===== src/design/aps_pkg.sv =====
// Package for the asynchronous pseudo-static RAM host controller.
// Assumes a 50 MHz system clock; all timing counts derive from it.
package aps_pkg;

    // ****************************************
    // Geometry
    // ****************************************
    localparam int APS_ADDR_W = 17;  // Word address width, 128K words
    localparam int APS_DATA_W = 16;  // Word width
    localparam int APS_LANE_W = 8;   // One byte lane

    // ****************************************
    // Timing
    // ****************************************
    localparam int APS_CLK_PERIOD_NS = 20;  // System clock period
    localparam int APS_RC_NS = 70;          // Read cycle time, slow grade
    localparam int APS_WP_NS = 55;          // Write pulse width
    localparam int APS_WSETUP_NS = 20;      // Bus turnaround before write data
    localparam int APS_DHOLD_NS = 20;       // Data and address hold after write end
    localparam int APS_RECOVER_NS = 70;     // Primary select high recovery pulse
    // Least times, rounded up to whole cycles
    localparam int APS_RC_CYC = (APS_RC_NS + APS_CLK_PERIOD_NS - 1) / APS_CLK_PERIOD_NS;
    localparam int APS_WP_CYC = (APS_WP_NS + APS_CLK_PERIOD_NS - 1) / APS_CLK_PERIOD_NS;
    localparam int APS_WSETUP_CYC = (APS_WSETUP_NS + APS_CLK_PERIOD_NS - 1) / APS_CLK_PERIOD_NS;
    localparam int APS_DHOLD_CYC = (APS_DHOLD_NS + APS_CLK_PERIOD_NS - 1) / APS_CLK_PERIOD_NS;
    localparam int APS_RECOVER_CYC = (APS_RECOVER_NS + APS_CLK_PERIOD_NS - 1) / APS_CLK_PERIOD_NS;
    localparam int APS_CNT_W = 4;  // Phase counter width

    // ****************************************
    // Pin idle levels
    // ****************************************
    localparam logic APS_IDLE_HIGH = 1'h1;  // Inactive level of active-low strobes
    localparam logic APS_IDLE_LOW = 1'h0;   // Inactive level of the secondary select

    // ****************************************
    // Controller states, Gray along the usual path
    // ****************************************
    typedef enum logic [2:0] {
        APS_IDLE = 3'h0,
        APS_RD = 3'h4,
        APS_WSET = 3'h1,
        APS_WPULSE = 3'h3,
        APS_WHOLD = 3'h2,
        APS_RECOV = 3'h5
    } aps_state_t;

endpackage


===== src/design/aps_timer_if.sv =====
// Interface joining the host controller to its phase timer.
// Assumes both ends sit on the same clock.
`timescale 1ns/1ps
interface aps_timer_if;
    logic load;                  // Start a new phase
    logic [3:0] count;           // Cycles for the phase
    logic done;                  // Phase has expired
    modport ctrl(output load, output count, input done);
    modport timer(input load, input count, output done);
endinterface


===== src/design/aps_host.sv =====
// Host controller for a 128K x 16 asynchronous pseudo-static RAM.
// Assumes the memory pins are wired straight to the ports; data is split in/out/enable.
// Operation
// - Write strobe stays high throughout reads.
// - No host data drive while memory drives.
// - Invalid address stretch needs proper read cycles.
// - Alternative recovery: primary select high pulse.
// - Write ends when any qualifier goes inactive.
`timescale 1ns/1ps
module aps_host
    import aps_pkg::*;
#(
    parameter int ADDR_W = APS_ADDR_W,
    parameter int DATA_W = APS_DATA_W
) (
    // Clock, reset, enable
    input wire logic i_clk,
    input wire logic i_rst_n,
    input wire logic i_ce,
    // User request
    input wire logic i_req,
    input wire logic i_we,
    input wire logic [1:0] i_lane,
    input wire logic [ADDR_W-1:0] i_addr,
    input wire logic [DATA_W-1:0] i_wdata,
    input wire logic i_recover,
    // User answer
    output logic o_ready,
    output logic o_rvalid,
    output logic [DATA_W-1:0] o_rdata,
    // Memory control pins
    output logic [ADDR_W-1:0] o_mem_addr,
    output logic o_primary_select_n,
    output logic o_secondary_select,
    output logic o_write_n,
    output logic o_gate_n,
    output logic o_upper_lane_enable_n,
    output logic o_lower_lane_enable_n,
    // Memory data pins
    input wire logic [DATA_W-1:0] i_mem_dq,
    output logic [DATA_W-1:0] o_mem_dq,
    output logic o_mem_dq_oe
);

    // ****************************************
    // State
    // ****************************************
    aps_timer_if tif();                 // Phase timer link
    aps_state_t state, next_state;      // Sequencer state
    logic [ADDR_W-1:0] next_mem_addr;   // Address to present
    logic [DATA_W-1:0] next_mem_dq;     // Write data
    logic next_oe;                      // Host drives data
    logic next_psel_n;                  // Primary select
    logic next_ssel;                    // Secondary select
    logic next_write_n;                 // Write strobe
    logic next_gate_n;                  // Output gate
    logic next_upper_n;                 // Upper lane enable
    logic next_lower_n;                 // Lower lane enable
    logic next_ready;                   // Accepting requests
    logic next_rvalid;                  // Read data pulse
    logic [DATA_W-1:0] next_rdata;      // Read data
    logic [1:0] lanes, next_lanes;      // Active lanes of this access
    logic load;                         // Timer load
    logic [APS_CNT_W-1:0] count;        // Timer load value

    // Lane enables from a lane mask; an empty mask would deselect
    function automatic logic [1:0] lane_n(input logic [1:0] m);
        lane_n = (m == 2'h0) ? 2'h0 : ~m;
    endfunction

    // Merge read bytes, undriven lane reads as zero
    function automatic logic [DATA_W-1:0] lane_mask(input logic [1:0] m,
                                                  input logic [DATA_W-1:0] d);
        lane_mask = {m[1] ? d[DATA_W-1:APS_LANE_W] : 8'h00,
                     m[0] ? d[APS_LANE_W-1:0] : 8'h00};
    endfunction

    aps_timer u_timer (
        .i_clk(i_clk),
        .i_rst_n(i_rst_n),
        .i_ce(i_ce),
        .tif(tif)
    );
    assign tif.load = load;
    assign tif.count = count;

    // ****************************************
    // Sequencer next values
    // ****************************************
    always_comb begin
        next_state = state;
        next_mem_addr = o_mem_addr;
        next_mem_dq = o_mem_dq;
        next_oe = o_mem_dq_oe;
        next_psel_n = o_primary_select_n;
        next_ssel = o_secondary_select;
        next_write_n = o_write_n;
        next_gate_n = o_gate_n;
        next_upper_n = o_upper_lane_enable_n;
        next_lower_n = o_lower_lane_enable_n;
        next_ready = o_ready;
        next_rvalid = 1'h0;
        next_rdata = o_rdata;
        next_lanes = lanes;
        load = 1'h0;
        count = '0;
        unique case (state)
            APS_IDLE: begin
                // Idle shows ready; nothing is taken until ready is seen high
                next_ready = 1'h1;
                if (o_ready && i_recover) begin
                    // Hold primary select high for a full read cycle time
                    next_state = APS_RECOV;
                    next_psel_n = APS_IDLE_HIGH;
                    next_ready = 1'h0;
                    load = 1'h1;
                    count = APS_CNT_W'(APS_RECOVER_CYC);
                end else if (o_ready && i_req) begin
                    next_ready = 1'h0;
                    next_mem_addr = i_addr;
                    next_lanes = (i_lane == 2'h0) ? 2'h3 : i_lane;
                    next_psel_n = 1'h0;
                    next_ssel = 1'h1;
                    {next_upper_n, next_lower_n} = lane_n(i_lane);
                    load = 1'h1;
                    if (i_we) begin
                        // Gate high so the memory never drives during the write
                        next_gate_n = APS_IDLE_HIGH;
                        next_write_n = APS_IDLE_HIGH;
                        next_mem_dq = i_wdata;
                        next_state = APS_WSET;
                        count = APS_CNT_W'(APS_WSETUP_CYC);
                    end else begin
                        // Strobe high, gate low for the whole read
                        next_write_n = APS_IDLE_HIGH;
                        next_gate_n = 1'h0;
                        next_state = APS_RD;
                        count = APS_CNT_W'(APS_RC_CYC);
                    end
                end
            end
            APS_RD: begin
                // Capture at end of a full read cycle, then deselect
                if (tif.done) begin
                    next_rdata = lane_mask(lanes, i_mem_dq);
                    next_rvalid = 1'h1;
                    next_psel_n = APS_IDLE_HIGH;
                    next_ssel = APS_IDLE_LOW;
                    next_gate_n = APS_IDLE_HIGH;
                    next_upper_n = APS_IDLE_HIGH;
                    next_lower_n = APS_IDLE_HIGH;
                    next_ready = 1'h1;
                    next_state = APS_IDLE;
                end
            end
            APS_WSET: begin
                // Drive data and open the write strobe
                if (tif.done) begin
                    next_oe = 1'h1;
                    next_write_n = 1'h0;
                    next_state = APS_WPULSE;
                    load = 1'h1;
                    count = APS_CNT_W'(APS_WP_CYC);
                end
            end
            APS_WPULSE: begin
                // Raising the strobe ends the write and captures data
                if (tif.done) begin
                    next_write_n = APS_IDLE_HIGH;
                    next_state = APS_WHOLD;
                    load = 1'h1;
                    count = APS_CNT_W'(APS_DHOLD_CYC);
                end
            end
            APS_WHOLD: begin
                // Hold data past write end, then release and deselect
                if (tif.done) begin
                    next_oe = 1'h0;
                    next_psel_n = APS_IDLE_HIGH;
                    next_ssel = APS_IDLE_LOW;
                    next_upper_n = APS_IDLE_HIGH;
                    next_lower_n = APS_IDLE_HIGH;
                    next_ready = 1'h1;
                    next_state = APS_IDLE;
                end
            end
            APS_RECOV: begin
                // End of recovery pulse
                if (tif.done) begin
                    next_ready = 1'h1;
                    next_state = APS_IDLE;
                end
            end
            default: begin
                next_state = APS_IDLE;
                next_ready = 1'h1;
            end
        endcase
    end

    // ****************************************
    // Registers
    // ****************************************
    always_ff @(posedge i_clk) begin
        if (!i_rst_n) begin
            state <= APS_IDLE;
            o_mem_addr <= '0;
            o_mem_dq <= '0;
            o_mem_dq_oe <= 1'h0;
            o_primary_select_n <= APS_IDLE_HIGH;
            o_secondary_select <= APS_IDLE_LOW;
            o_write_n <= APS_IDLE_HIGH;
            o_gate_n <= APS_IDLE_HIGH;
            o_upper_lane_enable_n <= APS_IDLE_HIGH;
            o_lower_lane_enable_n <= APS_IDLE_HIGH;
            o_ready <= 1'h0;
            o_rvalid <= 1'h0;
            o_rdata <= '0;
            lanes <= 2'h0;
        end else if (i_ce) begin
            state <= next_state;
            o_mem_addr <= next_mem_addr;
            o_mem_dq <= next_mem_dq;
            o_mem_dq_oe <= next_oe;
            o_primary_select_n <= next_psel_n;
            o_secondary_select <= next_ssel;
            o_write_n <= next_write_n;
            o_gate_n <= next_gate_n;
            o_upper_lane_enable_n <= next_upper_n;
            o_lower_lane_enable_n <= next_lower_n;
            o_ready <= next_ready;
            o_rvalid <= next_rvalid;
            o_rdata <= next_rdata;
            lanes <= next_lanes;
        end
    end

endmodule


===== src/design/aps_timer.sv =====
// Phase timer: counts down a loaded number of cycles.
// Assumes a synchronous active-low reset and a shared clock enable.
`timescale 1ns/1ps
module aps_timer
    import aps_pkg::*;
(
    // Clock, reset, enable
    input wire logic i_clk,
    input wire logic i_rst_n,
    input wire logic i_ce,
    // Controller side
    aps_timer_if.timer tif
);

    // ****************************************
    // Counter
    // ****************************************
    logic [APS_CNT_W-1:0] remain;       // Cycles left
    logic [APS_CNT_W-1:0] next_remain;  // Next count

    // Load or count down to zero
    always_comb begin
        next_remain = remain;
        if (tif.load) begin
            next_remain = tif.count;
        end else if (remain != '0) begin
            next_remain = remain - 1'h1;
        end
    end

    // Register the counter
    always_ff @(posedge i_clk) begin
        if (!i_rst_n) begin
            remain <= '0;
        end else if (i_ce) begin
            remain <= next_remain;
        end
    end

    // Expired in the last cycle of a loaded phase; must not depend on load,
    // since the controller raises load in answer to done
    assign tif.done = (remain == 4'h1);

endmodule


===== config.mk =====
export PLATFORM = sky130hd
export DESIGN_NAME = aps_host
export DESIGN_NICKNAME = d
export VERILOG_FILES = /design/src/design/aps_pkg.sv /design/src/design/aps_timer_if.sv /design/src/design/aps_host.sv /design/src/design/aps_timer.sv
export SDC_FILE = /design/constraint.sdc
export NUM_CORES = 1
export LEC_CHECK = 0
export ABC_AREA = 1
export ABC_CLOCK_PERIOD_IN_PS = 3400
export BUFFER_PORTS_ARGS = -buffer_cell sky130_fd_sc_hd__buf_4
export CAP_MARGIN = 10
export CORE_AREA = 3 3 80 82
export DETAILED_ROUTE_END_ITERATION = 7
export DIE_AREA = 0 0 83 85
export MAX_ROUTING_LAYER = met4
export PLACE_DENSITY = 0.86
export REMOVE_ABC_BUFFERS = 1
export SYNTH_ARGS = -nofsm -noshare
export SYNTH_HDL_FRONTEND = slang
export SYNTH_HIERARCHICAL = 1
export SYNTH_SLANG_ARGS = --single-unit
export TNS_END_PERCENT = 5

===== constraint.sdc =====
create_clock -name i_clk -period 3.4 [get_ports i_clk]
set_input_delay 0.51 -clock i_clk [delete_from_list [all_inputs] [get_ports i_clk]]
set_output_delay 0.51 -clock i_clk [all_outputs]
set_load 0.02 [all_outputs]

# Word level (Yosys, flattened, before mapping)
# Index checks and enable logic that the tools add are counted.
# W data, S select, Z words.
# totals
word_cells	105
n_memories	0
regBits	67
mem_bits_rw	0
latchBits	0
rom_bits	0
# op_classes
n_eq_ne	15
n_div	0
n_bitwise	3
muxes	47
add_sub_neg	1
n_reduce_logical	24
n_lt_le_gt_ge	0
n_mul	0
shifts	0
# ops
operator	count
$mux W3	9
$mux W1	20
$reduce_and A5 Y1	4
$mux W8	2
$pmux W1 S2	7
$ne A2 B2 Y1 const B	6
$pmux W3 S4	1
$reduce_and A4 Y1	3
$pmux W3 S3	1
$mux W4	2
$reduce_bool A2 Y1	4
$eq A3 B2 Y1 const B	2
$eq A3 B3 Y1 const B	2
$mux W2	3
$pmux W1 S3	2
$reduce_and A3 Y1	2
$reduce_and A6 Y1	1
$eq A4 B1 Y1 const B	1
$ne A2 B1 Y1 const B	2
$reduce_bool A4 Y1	1
$reduce_or A2 Y1	2
$sub A4 B1 Y4 const B	1
$eq A3 B1 Y1 const B	1
$logic_not A3 Y1	1
8 further kinds	10

# Depth between registers and ports, before layout
# depth
word_depth	6
ltp_mapped	11

# By module
# The synthesis kept the hierarchy.
# by_module_without_submodules
module	instances	cells_per_inst	seq_area_each_um2	area_each_um2
aps_host	1	337	1261.2	2588.7
aps_timer	1	47	80.1	295.3

# Worst setup path after synthesis
# No wires, ideal clock.
# synth_timing
kind	flip-flop to flip-flop
startpoint	register u_timer.remain[1]
endpoint	register u_timer.remain[0]
path_buffers	0
required_time_ps	3279
stages_incl_launch_ff	11
arrival_ps	1767
path_slack_ps	1511
cell_sequence	dfxtp_1 inv_1 ha_1 nor3b_1 inv_1 o21ai_0 nor2_1 nand2_1 nand2_2 o21ai_0 a21oi_1
# synth_between
elab_chain_cells	5
# synth_rtl
item	line	source
start: declaration	aps_timer.sv:18	logic [APS_CNT_W-1:0] remain;
start signal: assignment	aps_timer.sv:36	remain <= next_remain;
$eq A4 B1 Y1 *	aps_timer.sv:42	assign tif.done = (remain == 4'h1);
named net tif.done	aps_timer_if.sv:7	logic done;
$mux W1 *	aps_host.sv:158, aps_host.sv:168	
$pmux W1 S2 *	aps_host.sv:107	unique case (state)
named net load	aps_host.sv:63	logic load;
$reduce_bool A2 Y1 (no source line)	--	
$reduce_and A2 Y1 (no source line)	--	
# Mark *: on every way through the listed nets, which the timed path passes. The rest lies on a longest branch.
# A chain may end at the register's enable or synchronous reset.

# Final worst setup path
# layout_timing
startpoint	register u_timer.remain[1]
endpoint	register u_timer.remain[1]
# Same word-level chain as after synthesis.

==> results.cfg <==
[sta]
fin_setup_tns_ps = 0
grt_setup_unrepaired = false
slew_headroom_pct = 60.7
finalSetupViolCount = 0
skew_ps = 9.49
maxSlewViolCount = 0
max_slew.worst_pin.slew_ps = 583
fmax_mhz = 448
post-route-min-period_ps = 2230
fin_crit_sh_pct = 65.7
fin_hold_ws_ps = 404
hold_violations = 0

[cts]
root_buffer = clkbuf_8
cts.path.max_buffers = 2
cts_sinks = 67
post_cts_buffers = 0
hold_buffers = 0
cts.clk_slew.worst_paths_ps = 70
cts_tree = built
h-tree-depth = 3
cts_resized = 0
cts_buffers = 9
clock_latency_ps = 330

[global_route]
grt.total_usage_pct = 21.4
grt_pass1_wl_um = 12200
antenna_found_initial = 0
grt.overflow.total = 0
first_global_vias = 2826
grt_max_degree = 49

[synthesis]
netlist-cell-type-count = 32
synthCells = 384
synth.largest_area_cell = dfxtp_1
yosys_warnings = 6
synth_area_leaders = dfxtp_1 47%, nor2_1 9.4%, nand2_1 7.8%
yosysSeqAreaShare_pct = 46.5
ys_ff_latch = 67
netlist.area_leader.share_pct = 46.5
syn_area_per_cell_um2 = 7.51
syn_area_mm2 = 0.00288

[layout]
nNetsFinal = 551
register_area_mm2 = 0.00134
area_growth_pct = 36.2
drive_gt1_share_pct = 29.8
num_antenna_cells = 0
final_area_mm2 = 0.00393
fillCellCount = 494
multi_input_comb_area_mm2 = 0.00136

[drt]
drt_first_pass_iters = 4
wl_per_cell_um = 12.8
drc = 0
drtIter0Drc = 112
vias = 2916
routed_wl_um = 7300
via_per_inst = 5.11
drtAntennaViolNets = 0

[power]
intPower_mw = 1.56
seq_power_share_pct = 38.4
leakage_nw = 1.81
combPwrFrac_pct = 36.6
powerDensity_mw_per_mm2 = 647
power_frac_clock_pct = 25.0
peakVddDrop_mv = 0.462
p_switching_uw = 980
power_mw = 2.54
swShare_pct = 38.5

[setup_path]
required_ps = 3610
crit_arrival_ps = 2450
r2r_cells = 10
crit_path_end_kind = register
reg2reg_from = u_timer/remain[1]
r2r_slack_ps = 1170
rr_endpoint = u_timer/remain[1]
crit_type = reg -> reg
cp-start-kind = register
path_max_fanout = 8

[floorplanning]
rows = 28
start_util_pct = 49.6
core_area_mm2 = 0.00582
die_h_um = 85
die_area_mm2 = 0.00706
num_io_pins = 115
fp.dieW_um = 83

[placement]
port_buffers = 114
hpwl_um = 5190
gp_congestion = 0.865
placed_area_mm2 = 0.00374

[min_path]
worstHoldPathCells = 3
hp-class = in -> reg
hold_start = i_wdata[12]
min_to = o_mem_dq[12]

[flow_run]
cap_violations = 0

[outcome]
status = completed
-- worst max path at each step --
stage | start | to | slack [ps] | depth (start not counted)
2_1_floorplan | u_timer/remain[1] | u_timer/remain[0] | 1510 | 10
3_3_place_gp | u_timer/remain[1] | u_timer/remain[0] | 1350 | 10
6_report | u_timer/remain[1] | u_timer/remain[1] | 1170 | 10
4_1_cts | u_timer/remain[1] | u_timer/remain[1] | 1150 | 10
3_5_place_dp | u_timer/remain[1] | u_timer/remain[1] | 1190 | 10
5_1_grt | u_timer/remain[1] | u_timer/remain[1] | 920 | 10
-- flip-flops by register name, indices dropped and copies added (netlist names), 2 cells and up --
signal and count:
o_rdata 16, lanes 2, u_timer/remain 4, o_mem_dq 16, o_mem_addr 17, state 3
-- cells in the mapped netlist --
cell type	count
nor2_4	2
a21oi_2	1
nor2_8	2
conb_1	1
nand4_1	19
buf_2	6
a31oi_1	2
clkbuf_1	7
nand3_2	2
o21ai_0	13
nand3_1	18
inv_1	16
buf_1	1
inv_4	1
clkinv_1	1
o21ai_1	29
or2_2	1
o32ai_1	1
ha_1	3
inv_2	3
nand2_4	3
nor3_1	18
buf_4	2
dfxtp_1	67
buf_6	2
nor2_2	2
nand2_1	60
nand2_2	2
a21oi_1	25
nor3b_1	1
o211ai_1	1
nor2_1	72
-- layout make-up --
type,instances,area share [%]
multi-input combinational,278,34.7
sequential,67,34.1
timing repair buffer,114,21.8
clock buffer,10,3.25
tap,75,2.39
inverter,21,2.07
clock inverter,6,1.66
-- critical path, cell delays in order (launching register included) --
cell and delay (ps):
dfxtp_1 310, inv_1 110, ha_1 160, nor3b_1 260, inv_1 210, o21ai_0 530, nor2_1 100, nand2_1 110
nand2_2 90, o21ai_0 190, a21oi_1 60
-- stage by stage --
step / setup WS, ps / cells / utilization, %
after floorplan: 1510 / 366 / -
after global placement: 1350 / 555 / 64.2
after detailed placement: 1190 / 555 / 64.2
after CTS: 1150 / 571 / 67.6
after global routing: 924 / 571 / 67.6
final: 1170 / 571 / 67.6
-- power by group through the flow --
| stage | registers, mW | logic, mW | clock network [mW] |
|---|---|---|---|
| detailed placement | 0.991 | 0.931 | 0 |
| global route | 0.988 | 1.05 | 0.686 |
| finish | 0.976 | 0.931 | 0.635 |
| floorplan | 1.05 | 0.567 | 0 |
| global placement | 0.986 | 0.905 | 0 |
| CTS | 0.974 | 0.939 | 0.652 |
-- routing by layer --
layer,vias to the layer above,part of all wire [%],track usage (%)
met1,1321,44,24.4
met5,-,0,-
met2,88,48,35.9
li1,1498,-,-
met4,0,1.1,7.28
met3,9,6.6,6.60
-- cells in the final DEF (no fill, tap or decap), types with 3 or more instances in the layout --
master / instances
a21oi_1: 25
buf_4: 114
clkbuf_8: 9
dfxtp_1: 67
ha_1: 3
inv_1: 16
inv_2: 3
nand2_1: 60
nand2_4: 3
nand3_1: 18
nand4_1: 19
nor2_1: 72
nor3_1: 18
o21ai_0: 13
o21ai_1: 29
-- cell families (layout without fill, tap and decap cells) --
logic type,count (synthesis),after routing,share of synthesized area [%]
other,1,1,0.130
AO/OA/AOI/OAI,72,72,12.9
flip-flops,67,67,46.5
adder cells (fa/ha/maj),3,3,1.30
AND/OR/NAND/NOR,202,202,32.9
buffers and inverters,39,151,6.20
(Power assumes the default switching activity.)
